$ cat src/shared/pcw_pkg.sv
// Package for the PLL2 calibration wait and NVM CRC/count register block.
// Assumes a 250 MHz block clock that also times the calibration waits.
`default_nettype none

package pcw_pkg;

  // ==========================================================================
  // Register offsets on the internal register port.
  localparam logic [7:0] PCW_OFS_CAL_WAIT = 8'h85;
  localparam logic [7:0] PCW_OFS_CAL_DELAY = 8'h86;
  localparam logic [7:0] PCW_OFS_STORED_CRC = 8'h87;
  localparam logic [7:0] PCW_OFS_PROG_COUNT = 8'h88;
  localparam logic [7:0] PCW_OFS_NVM_CTRL = 8'h89;
  localparam logic [7:0] PCW_OFS_LIVE_CRC = 8'h8A;

  // ==========================================================================
  // Field positions and reset values.
  localparam int PCW_CLSD_LSB = 2;
  localparam int PCW_OSC_LSB = 0;
  localparam int PCW_DLY_BIT = 0;
  localparam int PCW_CRCERR_BIT = 5;
  localparam logic [1:0] PCW_CLSD_RST = 2'h0;
  localparam logic [1:0] PCW_OSC_RST = 2'h1;
  localparam logic PCW_DLY_RST = 1'b0;
  localparam logic [7:0] PCW_BYTE_RST = 8'h00;
  localparam logic [7:0] PCW_COUNT_MAX = 8'hFF;

  // ==========================================================================
  // Wait times in microseconds and their counts in clock cycles.
  localparam int unsigned PCW_CLK_MHZ = 250;
  localparam int unsigned PCW_CLSD0_US = 30;
  localparam int unsigned PCW_CLSD1_US = 300;
  localparam int unsigned PCW_CLSD2_US = 30000;
  localparam int unsigned PCW_CLSD3_US = 300000;
  localparam int unsigned PCW_OSC0_US = 20;
  localparam int unsigned PCW_OSC1_US = 400;
  localparam int unsigned PCW_OSC2_US = 8000;
  localparam int unsigned PCW_OSC3_US = 200000;
  localparam int unsigned PCW_CALDLY_US = 60000;
  localparam int unsigned PCW_CLSD0_CYC = PCW_CLSD0_US * PCW_CLK_MHZ;
  localparam int unsigned PCW_CLSD1_CYC = PCW_CLSD1_US * PCW_CLK_MHZ;
  localparam int unsigned PCW_CLSD2_CYC = PCW_CLSD2_US * PCW_CLK_MHZ;
  localparam int unsigned PCW_CLSD3_CYC = PCW_CLSD3_US * PCW_CLK_MHZ;
  localparam int unsigned PCW_OSC0_CYC = PCW_OSC0_US * PCW_CLK_MHZ;
  localparam int unsigned PCW_OSC1_CYC = PCW_OSC1_US * PCW_CLK_MHZ;
  localparam int unsigned PCW_OSC2_CYC = PCW_OSC2_US * PCW_CLK_MHZ;
  localparam int unsigned PCW_OSC3_CYC = PCW_OSC3_US * PCW_CLK_MHZ;
  localparam int unsigned PCW_CALDLY_CYC = PCW_CALDLY_US * PCW_CLK_MHZ;

  // ==========================================================================
  // CRC engine defaults.
  localparam logic [7:0] PCW_CRC_POLY = 8'h07;
  localparam logic [7:0] PCW_CRC_INIT = 8'h00;

  // One byte streamed by the NVM engine.
  typedef struct packed {
    logic valid;
    logic is_crc;
    logic is_count;
    logic [7:0] data;
  } pcw_nvm_byte_t;

  // Calibration sequencer states.
  typedef enum logic [1:0] {
    PCW_CAL_IDLE = 2'b00,
    PCW_CAL_DELAY = 2'b01,
    PCW_CAL_OSC = 2'b10,
    PCW_CAL_CLOSED = 2'b11
  } pcw_cal_state_t;

endpackage

`default_nettype wire

$ cat src/logic/pcw_regs.sv
// PLL2 calibration wait registers, calibration timing sequencer, and
// NVM stored CRC, live CRC and program-cycle count bookkeeping.
// Assumes an NVM engine that streams bytes between start and end pulses,
// and a register port driven by the serial management slave.
`timescale 1ns/1ps
`default_nettype none

module pcw_regs
  import pcw_pkg::*;
#(
  parameter int unsigned CLSD0_CYC = PCW_CLSD0_CYC,
  parameter int unsigned CLSD1_CYC = PCW_CLSD1_CYC,
  parameter int unsigned CLSD2_CYC = PCW_CLSD2_CYC,
  parameter int unsigned CLSD3_CYC = PCW_CLSD3_CYC,
  parameter int unsigned OSC0_CYC = PCW_OSC0_CYC,
  parameter int unsigned OSC1_CYC = PCW_OSC1_CYC,
  parameter int unsigned OSC2_CYC = PCW_OSC2_CYC,
  parameter int unsigned OSC3_CYC = PCW_OSC3_CYC,
  parameter int unsigned CALDLY_CYC = PCW_CALDLY_CYC,
  parameter logic [7:0] CRC_POLY = PCW_CRC_POLY,
  parameter logic [7:0] CRC_INIT = PCW_CRC_INIT
) (
  input wire logic clock,
  input wire logic rst_n,
  input wire logic ce,
  input wire logic [7:0] reg_addr,
  input wire logic reg_wr,
  input wire logic reg_rd,
  input wire logic [7:0] reg_wdata,
  output logic [7:0] reg_rdata,
  input wire logic cal_start,
  output logic osc_cal_start,
  output logic cal_busy,
  output logic cal_done,
  input wire logic nvm_rd_start,
  input wire pcw_nvm_byte_t nvm_rd_byte,
  input wire logic nvm_rd_end,
  input wire logic nvm_pg_start,
  input wire pcw_nvm_byte_t nvm_pg_byte,
  input wire logic nvm_pg_end,
  output logic [7:0] pg_count,
  output logic [7:0] stored_crc_byte,
  output logic crc_error_flag
);

  // ==========================================================================
  // Register file.
  logic [1:0] closed_loop_wait_sel_q;
  logic [1:0] osc_settle_wait_sel_q;
  logic cal_start_delay_en_q;
  logic [7:0] rdata_q;
  logic [7:0] rdata_d;
  logic wr_wait_w;
  logic wr_delay_w;

  // Write decode; read-only offsets ignore writes.
  assign wr_wait_w = ce && reg_wr && (reg_addr == PCW_OFS_CAL_WAIT);
  assign wr_delay_w = ce && reg_wr && (reg_addr == PCW_OFS_CAL_DELAY);

  // Writable control fields; oscillator wait resets to its recommended code.
  // control field reset and write
  always_ff @(posedge clock or negedge rst_n) begin
    if (!rst_n) begin
      closed_loop_wait_sel_q <= PCW_CLSD_RST;
      osc_settle_wait_sel_q <= PCW_OSC_RST;
      cal_start_delay_en_q <= PCW_DLY_RST;
    end else begin
      if (wr_wait_w) begin
        closed_loop_wait_sel_q <= reg_wdata[PCW_CLSD_LSB +: 2];
        osc_settle_wait_sel_q <= reg_wdata[PCW_OSC_LSB +: 2];
      end
      if (wr_delay_w) begin
        cal_start_delay_en_q <= reg_wdata[PCW_DLY_BIT];
      end
    end
  end

  // ==========================================================================
  // Calibration sequencer: optional start delay, oscillator wait, then
  // closed-loop wait.
  pcw_cal_state_t state_q;
  pcw_cal_state_t state_d;
  logic [31:0] cnt_q;
  logic [31:0] cnt_d;
  logic [31:0] osc_load_w;
  logic [31:0] clsd_load_w;
  logic [31:0] dly_load_w;
  logic cnt_zero_w;
  logic osc_go_d;
  logic done_d;
  logic osc_go_q;
  logic done_q;

  assign clsd_load_w = (closed_loop_wait_sel_q == 2'h0) ? 32'(CLSD0_CYC - 1) :
                       (closed_loop_wait_sel_q == 2'h1) ? 32'(CLSD1_CYC - 1) :
                       (closed_loop_wait_sel_q == 2'h2) ? 32'(CLSD2_CYC - 1) :
                       32'(CLSD3_CYC - 1);
  assign osc_load_w = (osc_settle_wait_sel_q == 2'h0) ? 32'(OSC0_CYC - 1) :
                      (osc_settle_wait_sel_q == 2'h1) ? 32'(OSC1_CYC - 1) :
                      (osc_settle_wait_sel_q == 2'h2) ? 32'(OSC2_CYC - 1) :
                      32'(OSC3_CYC - 1);
  assign dly_load_w = 32'(CALDLY_CYC - 1);
  assign cnt_zero_w = (cnt_q == 32'h0000_0000);
  // Next state; a start request while busy is ignored.
  always_comb begin
    state_d = state_q;
    cnt_d = cnt_zero_w ? cnt_q : cnt_q - 32'h0000_0001;
    osc_go_d = 1'b0;
    done_d = 1'b0;
    unique case (state_q)
      PCW_CAL_IDLE: begin
        if (cal_start) begin
          if (cal_start_delay_en_q) begin
            state_d = PCW_CAL_DELAY;
            cnt_d = dly_load_w;
          end else begin
            state_d = PCW_CAL_OSC;
            cnt_d = osc_load_w;
            osc_go_d = 1'b1;
          end
        end
      end
      PCW_CAL_DELAY: begin
        if (cnt_zero_w) begin
          state_d = PCW_CAL_OSC;
          cnt_d = osc_load_w;
          osc_go_d = 1'b1;
        end
      end
      PCW_CAL_OSC: begin
        if (cnt_zero_w) begin
          state_d = PCW_CAL_CLOSED;
          cnt_d = clsd_load_w;
        end
      end
      PCW_CAL_CLOSED: begin
        if (cnt_zero_w) begin
          state_d = PCW_CAL_IDLE;
          done_d = 1'b1;
        end
      end
    endcase
  end

  // Sequencer registers.
  always_ff @(posedge clock or negedge rst_n) begin
    if (!rst_n) begin
      state_q <= PCW_CAL_IDLE;
      cnt_q <= 32'h0000_0000;
      osc_go_q <= 1'b0;
      done_q <= 1'b0;
    end else if (ce) begin
      state_q <= state_d;
      cnt_q <= cnt_d;
      osc_go_q <= osc_go_d;
      done_q <= done_d;
    end
  end
  assign osc_cal_start = osc_go_q;
  assign cal_done = done_q;
  assign cal_busy = (state_q != PCW_CAL_IDLE);

  // ==========================================================================
  // NVM bookkeeping: one CRC engine for both programming and read-back.
  logic [7:0] crc_w;
  logic crc_clear_w;
  logic crc_feed_w;
  logic [7:0] crc_data_w;
  logic [7:0] count_q;
  logic [7:0] pg_count_q;
  logic [7:0] stored_crc_q;
  logic [7:0] live_crc_q;
  logic crc_err_q;
  logic [7:0] count_inc_w;

  assign crc_clear_w = nvm_rd_start || nvm_pg_start;
  assign crc_feed_w = (nvm_rd_byte.valid && !nvm_rd_byte.is_crc) ||
                      (nvm_pg_byte.valid && !nvm_pg_byte.is_crc);
  assign crc_data_w = nvm_rd_byte.valid ? nvm_rd_byte.data : nvm_pg_byte.data;
  assign count_inc_w = (count_q == PCW_COUNT_MAX) ? count_q
                                                  : count_q + 8'h01;
  pcw_crc8 #(
    .POLY(CRC_POLY),
    .INIT(CRC_INIT)
  ) u_crc (
    .clock(clock),
    .rst_n(rst_n),
    .ce(ce),
    .clear(crc_clear_w),
    .feed(crc_feed_w),
    .data(crc_data_w),
    .crc(crc_w)
  );

  always_ff @(posedge clock or negedge rst_n) begin
    if (!rst_n) begin
      count_q <= PCW_BYTE_RST;
      pg_count_q <= PCW_BYTE_RST;
    end else if (ce) begin
      if (nvm_pg_start) begin
        pg_count_q <= count_inc_w;
      end
      if (nvm_rd_byte.valid && nvm_rd_byte.is_count) begin
        count_q <= nvm_rd_byte.data;
      end else if (nvm_pg_end) begin
        count_q <= pg_count_q;
      end
    end
  end
  always_ff @(posedge clock or negedge rst_n) begin
    if (!rst_n) begin
      stored_crc_q <= PCW_BYTE_RST;
      live_crc_q <= PCW_BYTE_RST;
      crc_err_q <= 1'b0;
    end else if (ce) begin
      if (nvm_pg_end) begin
        stored_crc_q <= crc_w;
      end else if (nvm_rd_byte.valid && nvm_rd_byte.is_crc) begin
        stored_crc_q <= nvm_rd_byte.data;
      end
      if (nvm_rd_end) begin
        live_crc_q <= crc_w;
        crc_err_q <= (crc_w != stored_crc_q);
      end else if (nvm_rd_start) begin
        crc_err_q <= 1'b0;
      end
    end
  end
  assign pg_count = pg_count_q;
  assign stored_crc_byte = stored_crc_q;
  assign crc_error_flag = crc_err_q;

  // ==========================================================================
  // Read mux; reserved bits and unmapped offsets read zero.
  assign rdata_d =
    (reg_addr == PCW_OFS_CAL_WAIT) ? {4'h0, closed_loop_wait_sel_q,
                                      osc_settle_wait_sel_q} :
    (reg_addr == PCW_OFS_CAL_DELAY) ? {7'h00, cal_start_delay_en_q} :
    (reg_addr == PCW_OFS_STORED_CRC) ? stored_crc_q :
    (reg_addr == PCW_OFS_PROG_COUNT) ? count_q :
    (reg_addr == PCW_OFS_NVM_CTRL) ? (8'(crc_err_q) << PCW_CRCERR_BIT) :
    (reg_addr == PCW_OFS_LIVE_CRC) ? live_crc_q : 8'h00;

  // Read data register, loaded on a read strobe.
  always_ff @(posedge clock or negedge rst_n) begin
    if (!rst_n) begin
      rdata_q <= 8'h00;
    end else if (ce && reg_rd) begin
      rdata_q <= rdata_d;
    end
  end
  assign reg_rdata = rdata_q;
endmodule

`default_nettype wire

$ cat src/logic/pcw_crc8.sv
// Eight-bit CRC engine, one byte per enabled cycle, MSB first.
// Assumes the caller clears it before each byte stream.
`timescale 1ns/1ps
`default_nettype none

module pcw_crc8
  import pcw_pkg::*;
#(
  parameter logic [7:0] POLY = PCW_CRC_POLY,
  parameter logic [7:0] INIT = PCW_CRC_INIT
) (
  input wire logic clock,
  input wire logic rst_n,
  input wire logic ce,
  input wire logic clear,
  input wire logic feed,
  input wire logic [7:0] data,
  output logic [7:0] crc
);

  // ==========================================================================
  // Next value of the remainder after one byte.
  function automatic logic [7:0] crc_step(input logic [7:0] c,
                                          input logic [7:0] d);
    logic [7:0] r;
    r = c ^ d;
    for (int i = 0; i < 8; i++) begin
      r = r[7] ? ((r << 1) ^ POLY) : (r << 1);
    end
    return r;
  endfunction

  logic [7:0] crc_q;
  logic [7:0] crc_d;

  // Clear takes priority over a byte fed in the same cycle.
  assign crc_d = clear ? INIT : (feed ? crc_step(crc_q, data) : crc_q);
  assign crc = crc_q;

  // Remainder register.
  always_ff @(posedge clock or negedge rst_n) begin
    if (!rst_n) begin
      crc_q <= INIT;
    end else if (ce) begin
      crc_q <= crc_d;
    end
  end

endmodule

`default_nettype wire

$ cat config.mk
export PLATFORM = sky130hd
export DESIGN_NAME = pcw_regs
export DESIGN_NICKNAME = d
export VERILOG_FILES = /design/src/shared/pcw_pkg.sv /design/src/logic/pcw_regs.sv /design/src/logic/pcw_crc8.sv
export SDC_FILE = /design/constraint.sdc
export NUM_CORES = 1
export LEC_CHECK = 0
export ABC_AREA = 1
export BUFFER_PORTS_ARGS = -buffer_cell sky130_fd_sc_hd__buf_2
export CORE_ASPECT_RATIO = 0.7
export CORE_MARGIN = 3
export CORE_UTILIZATION = 25
export CTS_CLUSTER_SIZE = 24
export DETAILED_ROUTE_END_ITERATION = 16
export GPL_TIMING_DRIVEN = 0
export PLACE_DENSITY_LB_ADDON = 0.05
export SLEW_MARGIN = 20
export SYNTH_ARGS = -nofsm -noshare
export SYNTH_HDL_FRONTEND = slang
export SYNTH_SLANG_ARGS = --single-unit
$ cat constraint.sdc
create_clock -name clock -period 5.1 [get_ports clock]
set_input_delay 0.765 -clock clock [delete_from_list [all_inputs] [get_ports clock]]
set_output_delay 0.765 -clock clock [all_outputs]
set_load 0.03 [all_outputs]
# Word level (Yosys, flattened, before mapping)
# Index checks and enable logic that the tools add are counted.
totals:
  ff_bits: 90
  output_inout_bits: 28
  inputBits: 48
  wordCells: 119
classes:
  n_reduce_logical: 28
  add_sub_neg: 2
  n_mux: 47
  bitwise_logic: 9
  eq_ne: 19
ops:
  columns: ["cell", "count"]
  rows:
  - ["two-way mux 32 bit", 4]
  - ["two-way mux 8 bit", 14]
  - ["two-way mux 26 bit", 4]
  - ["one-hot mux 32 bit (3 select lines)", 1]
  - ["two-way mux 27 bit", 3]
  - ["== test 8 bit (second input constant)", 7]
  - ["zero test 32 bit", 1]
  - ["subtractor 32 x 1 -> 32 bit (second input constant)", 1]
  - ["two-way mux 3 bit", 8]
  - ["NOT 3 bit", 8]
  - ["AND reduction 2 bit", 6]
  - ["two-way mux 2 bit", 5]
  - ["nonzero test 2 bit", 5]
  - ["adder 8 x 1 -> 8 bit (second input constant)", 1]
  - ["== test 2 bit (second input constant)", 4]
  - ["logical AND 1 bit", 8]
  - ["!= test 2 bit (second input constant)", 4]
  - ["!= test 8 bit", 1]
  - ["one-hot mux 2 bit (4 select lines)", 1]
  - ["bitwise XOR 8 bit", 1]
  - ["== test 2 x 1 -> 1 bit (second input constant)", 3]
  - ["zero test 2 bit", 3]
  - ["two-way mux 1 bit", 6]
  - ["AND reduction 5 bit", 1]
  - ["3 further kinds", 5]

# Depth between registers and ports, before layout
# Gate-level depths: netlist of run 1.
depth:
  depth_word: 20
  depth_mapped: 15
  depth_no_buf: 15

# Cells and area by module
# A second synthesis of run 1 with hierarchy kept.
hier_totals:
  cells_unflattened: 1052
  hier_area_um2: 6892.9
by_module_without_submodules:
  columns: ["mod", "area_per_inst_um2", "instances", "seq_area_each_um2", "cells_per_inst"]
  rows:
  - ["pcw_regs", 6219.7, 1, 2053.2, 939]
  - ["pcw_crc8", 673.1, 1, 200.2, 113]

# Worst setup path after synthesis of run 1
# Ideal clock, no wire load.
synth_path:
  kind: "reg-to-reg"
  from: "register cnt_q[0]"
  to: "register cnt_q[0]"
  arrival_time_ps: 2062
  slack_ps: 2919
  path_stages_with_launch: 14
  setup_time_ps: 120
  cell_sequence: "dfrtp_1 -> inv_1 -> ha_1 -> nand2_2 -> nor2_4 -> nand2_2 -> nor2_2 -> nand2_2 -> buf_6 -> ha_1 -> o21ai_0 -> o311ai_0 -> o21ai_0 -> inv_1"
synth_via:
  elab_chain_cells: 4
synth_lines:
  columns: ["element", "line_no", "text"]
  rows:
  - ["from (decl)", "pcw_regs.sv:83", "logic [31:0] cnt_q;"]
  - ["from (signal assigned)", "pcw_regs.sv:154", "cnt_q <= cnt_d;"]
  - ["subtractor 32 x 1 -> 32 bit or zero test 32 bit (tied branches)", "pcw_regs.sv:107, pcw_regs.sv:103", null]
  - ["two-way mux 32 bit", "pcw_regs.sv:107", "cnt_d = cnt_zero_w ? cnt_q : cnt_q - 32'h0000_0001;"]
  - ["two-way mux 32 bit (on tied branches)", "pcw_regs.sv:131, pcw_regs.sv:112, pcw_regs.sv:124", null]
  - ["one-hot mux 32 bit (3 select lines) *", "pcw_regs.sv:110", "unique case (state_q)"]
# Mark *: on every way between the ends. The rest lies on a longest branch, timed or not.
# A chain may end at the register's enable or synchronous reset.

# Worst setup path in the final report of run 1
# Same ends and word-level chain as after synthesis.

==> impl_metrics.py, run 1 <==
metrics = {
    "layout": {
        "syn2layout_area_growth_pct": 16.7,
        "postLayoutCellArea_um2": 7880,
        "finalNetCount": 1163,
        "final_cell_mix": "nand2_1 (266), nor2_1 (125), inv_1 (124)",
        "final_common_cell": "nand2_1",
        "num_antenna_cells": 0,
        "drive_gt1_frac": 0.118,
    },
    "clock_tree": {
        "cts_sinks": 90,
        "cts_tree": "built",
        "post_cts_resized": 0,
        "cts_max_level": 3,
        "cts_inserted_buffers": 9,
        "insertion_delay_ps": 370,
        "post_cts_buffers": 0,
        "root_buffer": "clkbuf_16",
        "holdBufCountCts": 0,
        "clk_path_buf_depth": 2,
        "clk_pin_slew_ps": 80,
    },
    "drt": {
        "drcViolationCount": 0,
        "drtPass1Iterations": 5,
        "vias_per_cell": 4.71,
        "drt-total-wl_um": 28200,
        "postRouteAntennaNets": 0,
        "drt_iter0_drc": 592,
        "wl_per_cell_um": 19.3,
        "vias": 6860,
    },
    "floorplanning": {
        "dieArea_um2": 29000,
        "die_h_um": 143,
        "row_count": 49,
        "pin_count": 76,
        "die-width_um": 202,
        "core_um2": 26100,
        "initial_core_util": 0.258,
    },
    "grt": {
        "grt_pass1_wl_um": 42700,
        "track_usage": 0.198,
        "antenna_found_initial": 0,
        "overflow": 0,
        "grt_start_max_net_pins": 55,
        "grt_pass1_vias": 6469,
    },
    "worst_setup_path": {
        "path_max_fanout": 10,
        "cp.required_ps": 5350,
        "cp-start-kind": "register",
        "crit_path_end_kind": "register",
        "cp.arrival_ps": 3010,
        "crit_type": "register to register",
    },
    "power": {
        "pwr_density_cell_nw_per_um2": 324,
        "p_leak_nw": 3.82,
        "ir_worst_vdd_uv": 158,
    },
    "synth": {
        "muxShareOfSynthArea": 0,
        "synth_fa_ha_area_frac": 0.0371,
        "synthSimpleGateAreaFrac": 0.347,
        "synth_top_family_by_area": "simple AND/OR/NAND/NOR gates",
        "synth_top_cell_by_area": "dfrtp_1",
        "synth_top_area_frac": 0.330,
        "syn_area_um2": 6750,
        "ys_seq_elements": 90,
        "synth.avg_cell_area_um2": 6.65,
        "synth_cell_type_count": 42,
        "synth_compound_area_frac": 0.132,
        "ys_warn_count": 0,
        "synthTopCellsByArea": "dfrtp_1 (33%), nand2_1 (15%), nand3_1 (7.1%)",
        "postSynthCellCount": 1015,
        "ys_seq_area_frac": 0.334,
        "synth-xor-area-share": 0.0556,
        "synth-edff-count": 0,
        "synthArstFlopShare": 1.00,
        "synthesis.nets": 1083,
        "ys.flop_type": "dfrtp_1",
    },
    "placement": {
        "placed_area_um2": 7570,
        "dp_hpwl_um": 22600,
        "portBuffers": 68,
        "routabilityCongestion": 0.888,
    },
    "sta": {
        "finalCriticalPeriod_ps": 2760,
        "hold_viol_final": 0,
        "fin_tns_setup_ps": 0,
        "rsz0062_at_grt": "false",
        "slew_headroom": 0.486,
        "worst_slew_pin_slew_ps": 772,
        "fmax_mhz": 363,
        "period_share": 0.541,
        "report.final.setup_viol": 0,
        "skew_ps": 7.21,
        "slew_violations": 0,
    },
    "job": {
        "cap_violations": 0,
    },
    "outcome": {
        "status": "finished, final reports clean",
    },
    "hold_path": {
        "hold_path.class": "input port to asynchronous set/reset pin",
    },
}
[final timing paths]
| path | start | endpoint | slack, ps | cells after the start |
|---|---|---|---|---|
| max | cnt_q[0] | cnt_q[0] | 2340 | 13 |
| min | rst_n | pg_count[1] | 300 | 1 |
| min in group clock | live_crc_q[0] | live_crc_q[0] | 490 | 2 |
| min reg2reg | live_crc_q[0] | live_crc_q[0] | 490 | 2 |
| max in group asynchronous | rst_n | osc_settle_wait_sel_q[0] | 4100 | 2 |
| max reg2reg | cnt_q[0] | cnt_q[0] | 2340 | 13 |
[synthesized netlist by cell type, types with 11 or more instances]
| cell | instances |
|---|---|
| dfrtp_1 | 89 |
| nor2_1 | 125 |
| nand3_1 | 96 |
| nand2_1 | 266 |
| inv_1 | 124 |
| nor3_1 | 11 |
| xor2_1 | 33 |
| clkbuf_1 | 12 |
| o21ai_0 | 88 |
| nand4_1 | 17 |
| ha_1 | 20 |
| a21oi_1 | 35 |
[critical path, cell delays in order, from the launching register on]
cell and delay [ps]:
dfrtp_1 400, inv_1 100, ha_1 300, nand2_2 100, nor2_4 270, nand2_2 120
nor2_2 130, nand2_2 220, buf_6 260, ha_1 270, o21ai_0 160, o311ai_0 140
o21ai_0 120, inv_1 60
[layout make-up]
| type | count | area (um^2) |
|---|---|---|
| Tap cell | 357 | 447 |
| Fill cell | 3004 | 18200 |
| Buffer | 26 | 150 |
| Clock buffer | 9 | 225 |
| Multi-Input combinational cell | 770 | 3860 |
| Sequential cell | 90 | 2250 |
| Inverter | 129 | 484 |
| Timing Repair Buffer | 69 | 374 |
| Clock inverter | 7 | 82.6 |
[kinds of logic (layout without fill, tap and decap cells)]
family	Yosys count	in the layout
and+or+nand+nor	546	546
AOI/OAI and AO/OA	162	162
buffers and inverters	155	240
DFF	90	90
xor gates and xnor gates	42	42
adders and majority gates	20	20
[routing by layer]
metal,vias up,GRT usage,wire (um)
met1,3232,0.337,16300
met2,184,0.244,9910
li1,3434,-,-
met4,0,0.0295,178
met3,10,0.0455,1750
met5,-,0,0
[report_power, final]
| group | switching (mW) | internal, mW |
|---|---|---|
| Sequential | 0.144 | 0.832 |
| Combinational | 0.564 | 0.274 |
| Clock | 0.345 | 0.390 |
[per-stage QoR]
step / hold WS, ps / total power, mW / util / setup slack, ps / cells
6_report: 297 / 2.55 / 0.302 / 2340 / 1457
5_1_grt: 318 / 2.74 / 0.302 / 2170 / 1457
4_1_cts: 308 / 2.57 / 0.302 / 2330 / 1457
3_5_place_dp: 478 / 1.82 / 0.290 / 2270 / 1441
3_3_place_gp: 477 / 1.82 / 0.288 / 2060 / 1440
2_1_floorplan: 454 / 1.53 / - / 2920 / 1015
[flip-flops by register name, summed over array words and instances (netlist names)]
| register | cells |
|---|---|
| cal_done | 1 |
| cal_start_delay_en_q | 1 |
| closed_loop_wait_sel_q | 2 |
| cnt_q | 32 |
| count_q | 8 |
| crc_error_flag | 1 |
| live_crc_q | 8 |
| osc_cal_start | 1 |
| osc_settle_wait_sel_q | 2 |
| pg_count | 8 |
| reg_rdata | 8 |
| state_q | 2 |
| stored_crc_byte | 8 |
| u_crc.crc | 8 |
No activity file was read; power rests on OpenSTA's default activity.
==> inputs of run 2 (changes only) <==
--- a/config.mk
+++ b/config.mk
@@ -5,7 +5,7 @@
 export SDC_FILE = /design/constraint.sdc
 export NUM_CORES = 1
 export LEC_CHECK = 0
-export ABC_AREA = 1
+export ABC_AREA = 0
 export BUFFER_PORTS_ARGS = -buffer_cell sky130_fd_sc_hd__buf_2
 export CORE_ASPECT_RATIO = 0.7
 export CORE_MARGIN = 3
==> constraint.sdc (replaced) <==
create_clock -name clock -period 2.8 [get_ports clock]
set_input_delay 0.42 -clock clock [delete_from_list [all_inputs] [get_ports clock]]
set_output_delay 0.42 -clock clock [all_outputs]
set_load 0.03 [all_outputs]
==> run 2 against run 1 <==
The run now ends with setup timing left. Area after synthesis decreased by 6.2%. Maximum frequency decreased by 3.4%. Clock power is 74% higher. Global-route usage up 0.053 points. Clock skew rose by 8.7 ps. Hold slack worse by 8.8 ps. Count of clock-buffer cells in the layout increased by 2. Sequential power rose by 120%. Setup slack worse by 2400 ps. Total power rose to 2.8 times the previous value. Routed wire length decreased by 2.0%. Critical endpoint is now cnt_q[22].
==> impl_metrics.py, run 2 <==
metrics = {
    "outcome": {
        "status": "complete, but fails checks",
        "violations": "setup timing",
    },
    "clock_tree": {
        "insertion_delay_ps": 370,
        "root_buffer": "clkbuf_16",
        "cts_inserted_buffers": 9,
        "clk_path_buf_depth": 2,
        "clk_pin_slew_ps": 70,
        "cts_tree": "built",
        "cts_sinks": 90,
        "cts_max_level": 3,
    },
    "layout": {
        "final_cell_mix": "dfrtp_1 (89), nand2_1 (70), buf_2 (68)",
        "top_register": "cnt_q",
        "postLayoutCellArea_um2": 8160,
        "final_common_cell": "dfrtp_1",
        "nFillCells": 2651,
        "drive_gt1_frac": 0.246,
        "num_antenna_cells": 0,
        "syn2layout_area_growth_pct": 28.9,
        "finalNetCount": 918,
        "post-route-util": 0.330,
        "largest_reg_flops": 32,
    },
    "sta": {
        "worst_slew_pin_slew_ps": 1120,
        "fin_tns_setup_ps": -220,
        "setup_ws_ps": -54.2,
        "slew_headroom": 0.248,
        "hold_viol_final": 0,
        "finalCriticalPeriod_ps": 2850,
        "skew_ps": 16.0,
        "fmax_mhz": 350,
        "report.final.setup_viol": 7,
        "rsz0062_at_grt": "true",
        "period_share": 1.02,
        "slew_violations": 0,
    },
    "synth": {
        "synthesis.nets": 806,
        "ys.flop_type": "dfrtp_1",
        "ys_seq_area_frac": 0.356,
        "synthArstFlopShare": 1.00,
        "ys_seq_elements": 90,
        "synthTopCellsByArea": "dfrtp_1 (35%), mux2i_1 (4.6%), xnor2_1 (4.3%)",
        "postSynthCellCount": 738,
        "synth_most_common_cell": "dfrtp_1",
        "synth-edff-count": 0,
        "synth_cell_type_count": 72,
        "synth.avg_cell_area_um2": 8.58,
        "ys_top_cells_by_count": "dfrtp_1 (89), nand2_1 (72), nor2_1 (58)",
        "ys_warn_count": 0,
        "synth_top_cell_by_area": "dfrtp_1",
        "synth_top_area_frac": 0.352,
        "syn_area_um2": 6330,
    },
    "grt": {
        "track_usage": 0.199,
        "grt_start_max_net_pins": 58,
        "grt_pass1_wl_um": 40800,
        "overflow": 0,
        "grt_pass1_vias": 6316,
        "antenna_found_initial": 1,
    },
    "power": {
        "ir_worst_vdd_uv": 365,
        "p_leak_nw": 3.46,
        "total_power_mw": 7.17,
        "pwr_density_cell_nw_per_um2": 879,
    },
    "drt": {
        "wl_per_cell_um": 23.4,
        "drt-total-wl_um": 27600,
        "drtPass1Iterations": 5,
        "postRouteAntennaNets": 0,
        "vias_per_cell": 5.49,
        "drt_iter0_drc": 563,
        "drcViolationCount": 0,
        "vias": 6481,
    },
    "worst_setup_path": {
        "reg2reg_depth": 7,
        "r2r_end": "cnt_q[22]",
        "crit_type": "register to register",
        "critical_path.max_stage_delay_ps": 540,
        "cp.arrival_ps": 3110,
        "cp-start-kind": "register",
        "crit_path_end_kind": "register",
        "timing.rr.start": "cnt_q[10]",
        "cp.required_ps": 3060,
        "cpMostUsedCell": "or4_4",
        "crit_chain": "or4_4 -> buf_8 -> or4_4 -> o41ai_4 -> nor3b_4 -> o21ai_1 -> a211o_1",
        "path_max_fanout": 7,
        "reg2reg_slack_ps": -50,
        "crit_start": "cnt_q[10]",
        "slowest_stage": "or4_4",
    },
    "placement": {
        "dp_hpwl_um": 20400,
        "placed_area_um2": 7120,
        "routabilityCongestion": 0.910,
        "place_worst_setup_slack_ps": -870,
        "portBuffers": 67,
    },
    "floorplanning": {
        "dieArea_um2": 27300,
        "die_h_um": 139,
        "row_count": 48,
        "core_um2": 24700,
        "pin_count": 76,
        "die-width_um": 196,
        "initial_core_util": 0.256,
    },
    "hold_path": {
        "holdPathStages": 2,
        "min_from": "reg_wdata[3]",
        "hold_path.class": "input port to register",
        "min_to": "closed_loop_wait_sel_q[1]",
    },
    "job": {
        "cap_violations": 0,
    },
}
==> run 2: cell types whose count changed after synthesis, moves of 14 or more <==
cell / change
nand2_1: -194
mux2_2: +14
nor4_1: +15
nor2_1: -67
mux2i_1: +29
xor2_1: -24
clkbuf_1: +24
xnor2_1: +23
o21ai_0: -35
inv_1: -101
nand3_1: -80
==> run 2: report_power, final <==
part	switching [mW]	internal, mW	total (mW)	leakage [nW]
logic	2.30	1.47	3.77	2.17
clock network	0.616	0.664	1.28	0.143
registers	0.493	1.63	2.12	1.14
total	3.41	3.76	7.17	3.46
==> run 2: metal layers <==
layer,track usage,wire length [um],vias to the layer above
met5,0,7,-
li1,-,-,2958
met4,0.0390,301,2
met3,0.0491,2050,23
met2,0.257,10700,225
met1,0.323,14600,3273
==> run 2: critical path, delay by kind of cell, from the launching register on <==
kind | cells | cell delay (ps)
AND/OR/NAND/NOR | 3 | 1380
buffers and inverters | 1 | 150
AO/OA/AOI/OAI | 3 | 810
flip-flops | 1 | 390
==> run 2: how the worst max path moves through the flow <==
stage / endpoint / slack [ps] / cells after the start
finish: cnt_q[22] / -50 / 7
global placement: cnt_q[20] / -820 / 7
global route: cnt_q[0] / -150 / 11
CTS: cnt_q[22] / -80 / 8
detailed placement: cnt_q[18] / -870 / 7
floorplan: cnt_q[0] / 8 / 12
==> run 2: stage by stage <==
| step | hold WS [ps] | instances |
|---|---|---|
| after floorplan | 124 | 738 |
| after global placement | 470 | 1130 |
| after detailed placement | 343 | 1131 |
| after CTS | 276 | 1166 |
| after global routing | 281 | 1180 |
| final | 288 | 1180 |
==> run 2: repair_timing <==
item | CTS | global route
setup endpoints to repair | 50 | 38
pin swaps | 12 | 24
hold buffers | 1 | 0
cloned | 0 | 3
hold endpoints to repair | 32 | 0
setup buffers | 20 | 16
gates resized for setup | 43 | 70
==> run 2: kinds of logic (layout without fill, tap and decap cells) <==
logic type                 after synthesis  after routing  share of synthesized area
AOI/OAI and AO/OA                      216            216                      0.226
DFF                                     90             90                      0.356
adders and majority gates               20             20                     0.0395
and+or+nand+nor                        257            257                      0.205
muxes                                   43             43                     0.0708
buffers and inverters                   72            189                     0.0468
xor gates and xnor gates                40             40                     0.0553
==> run 2: cell type report <==
cell class	instances	area [um^2]	share of cell area
multi-input cells	576	4110	0.504
flip-flops and latches	90	2250	0.276
repair buffers	108	744	0.0912
well taps	325	407	0.0498
plain buffers	41	258	0.0316
clock buffers	11	253	0.0310
inverters	24	92.6	0.0113
clock inverters	5	42.5	0.00521
==> inputs of run 3 (changes only) <==
--- a/config.mk
+++ b/config.mk
@@ -5,7 +5,7 @@
 export SDC_FILE = /design/constraint.sdc
 export NUM_CORES = 1
 export LEC_CHECK = 0
-export ABC_AREA = 0
+export ABC_AREA = 1
 export BUFFER_PORTS_ARGS = -buffer_cell sky130_fd_sc_hd__buf_2
 export CORE_ASPECT_RATIO = 0.7
 export CORE_MARGIN = 3
==> run 3 against run 2 <==
The flow now finishes without violations. Sequential cell count unchanged. Clock skew decreased by 7.6 ps. Global-route usage decreased by 0.053 points. Sequential power decreased by 16%. Clock power increased by 5%. Final cell count increased by 24%. Sequential share of layout area increased by 0.85 points. Routed wire length increased by 2.3%. Count of clock-buffer cells in the layout decreased by 2. Critical path depth increased by 6. Critical path type unchanged. Largest cell class unchanged.
==> impl_metrics.py, run 3 (synthesis results as in run 1) <==
metrics = {
    "outcome": {
        "status": "finished, final reports clean",
    },
    "layout": {
        "final_cell_mix": "nand2_1 (266), nor2_1 (125), inv_1 (124)",
        "syn2layout_area_growth_pct": 17.3,
        "nFillCells": 2998,
        "top_register": "cnt_q",
        "post-route-util": 0.303,
        "largest_reg_flops": 32,
        "drive_gt1_frac": 0.121,
        "num_antenna_cells": 0,
        "final_common_cell": "nand2_1",
        "finalNetCount": 1167,
        "postLayoutCellArea_um2": 7920,
    },
    "drt": {
        "drt_iter0_drc": 580,
        "drt-total-wl_um": 28200,
        "postRouteAntennaNets": 0,
        "vias_per_cell": 4.72,
        "drtPass1Iterations": 5,
        "wl_per_cell_um": 19.3,
        "vias": 6900,
        "drcViolationCount": 0,
    },
    "clock_tree": {
        "cts_sinks": 90,
        "root_buffer": "clkbuf_16",
        "cts_max_level": 3,
        "clk_pin_slew_ps": 70,
        "clk_path_buf_depth": 2,
        "cts_tree": "built",
        "cts_inserted_buffers": 9,
        "insertion_delay_ps": 370,
    },
    "floorplanning": {
        "die-width_um": 202,
        "initial_core_util": 0.258,
        "dieArea_um2": 29000,
        "die_h_um": 143,
        "pin_count": 76,
        "row_count": 49,
        "core_um2": 26100,
    },
    "sta": {
        "worst_slew_pin_slew_ps": 761,
        "fmax_mhz": 383,
        "period_share": 0.934,
        "rsz0062_at_grt": "false",
        "slew_headroom": 0.493,
        "slew_violations": 0,
        "report.final.setup_viol": 0,
        "skew_ps": 8.34,
        "hold_viol_final": 0,
        "finalCriticalPeriod_ps": 2610,
        "fin_tns_setup_ps": 0,
        "hold_slack_ps": 307,
    },
    "worst_setup_path": {
        "crit_type": "register to register",
        "path_max_fanout": 10,
        "cp.required_ps": 3050,
        "crit_path_end_kind": "register",
        "cp.arrival_ps": 2860,
        "reg2reg_depth": 13,
        "slowest_stage": "dfrtp_1",
        "cp-start-kind": "register",
        "critical-path-top-delay-family": "simple AND/OR/NAND/NOR gates",
        "path_buf_inv": 3,
        "reg2reg_slack_ps": 190,
        "crit_chain": "inv_1 -> ha_2 -> nand2_2 -> nor2_4 -> nand2_2 -> nor2_2 -> nand2_4 -> buf_6 -> ha_1 -> o21ai_0 -> o311ai_0 -> o21ai_0 -> inv_1",
        "critical_path.max_stage_delay_ps": 400,
        "cp.depth": 13,
    },
    "grt": {
        "grt_pass1_vias": 6469,
        "grt_start_max_net_pins": 55,
        "overflow": 0,
        "antenna_found_initial": 0,
        "track_usage": 0.198,
        "grt_pass1_wl_um": 42700,
    },
    "job": {
        "cap_violations": 0,
    },
    "power": {
        "pwr_density_cell_nw_per_um2": 589,
        "total_power_mw": 4.66,
        "p_leak_nw": 3.85,
        "ir_worst_vdd_uv": 286,
    },
    "hold_path": {
        "holdPathStages": 3,
        "hold_path.class": "input port to register",
    },
    "placement": {
        "placed_area_um2": 7570,
        "dp_hpwl_um": 22600,
        "portBuffers": 68,
        "routabilityCongestion": 0.888,
    },
}
## run 3: repair_timing
item / in CTS / in global routing
hold buffers: 1 / 0
gates resized for setup: 0 / 2
setup endpoints to repair: 0 / 2
endpoints found under the hold margin: 36 / 0
buffers inserted: 0 / 3
## run 3: report_power, final
group          total [mW]  switching, mW  internal [mW]  leakage [nW]
logic                1.54           1.03          0.512          2.61
registers            1.78          0.265           1.52          1.10
clock network        1.34          0.628          0.710         0.145
## run 3: worst paths after layout
| check | endpoint | from |
|---|---|---|
| min in group asynchronous | pg_count[1] | rst_n |
| min reg2reg | live_crc_q[0] | live_crc_q[0] |
| max reg2reg | cnt_q[0] | cnt_q[0] |
| min | closed_loop_wait_sel_q[0] | reg_wdata[2] |
| max in group asynchronous | osc_settle_wait_sel_q[0] | rst_n |
| max | cnt_q[0] | cnt_q[0] |
## run 3: per-layer routing
| layer | part of all wire | GRT usage |
|---|---|---|
| met5 | 0 | 0 |
| met3 | 0.058 | 0.0453 |
| met2 | 0.35 | 0.244 |
| met4 | 0.0064 | 0.0295 |
| met1 | 0.58 | 0.337 |
## run 3: final cells by class
type | count | area (um^2) | area share
clock buffer | 9 | 225 | 0.0285
timing repair buffer | 73 | 407 | 0.0514
tap | 357 | 447 | 0.0564
multi-input combinational | 770 | 3870 | 0.488
sequential | 90 | 2250 | 0.285
clock inverter | 7 | 82.6 | 0.0104
buffer | 26 | 150 | 0.0190
inverter | 129 | 484 | 0.0612
## run 3: stage by stage
stage | setup WS, ps | cells
floorplan | 619 | 1015
global placement | 69.9 | 1440
detailed placement | 62.5 | 1441
CTS | 33.8 | 1458
global route | 26.3 | 1461
finish | 186 | 1461
## run 3: worst reg2reg max path, cell delays in order (launching register included)
cell and delay, ps:
dfrtp_1 400, inv_1 100, ha_2 260, nand2_2 80
nor2_4 250, nand2_2 120, nor2_2 160, nand2_4 150
buf_6 220, ha_1 280, o21ai_0 160, o311ai_0 140
o21ai_0 120, inv_1 60
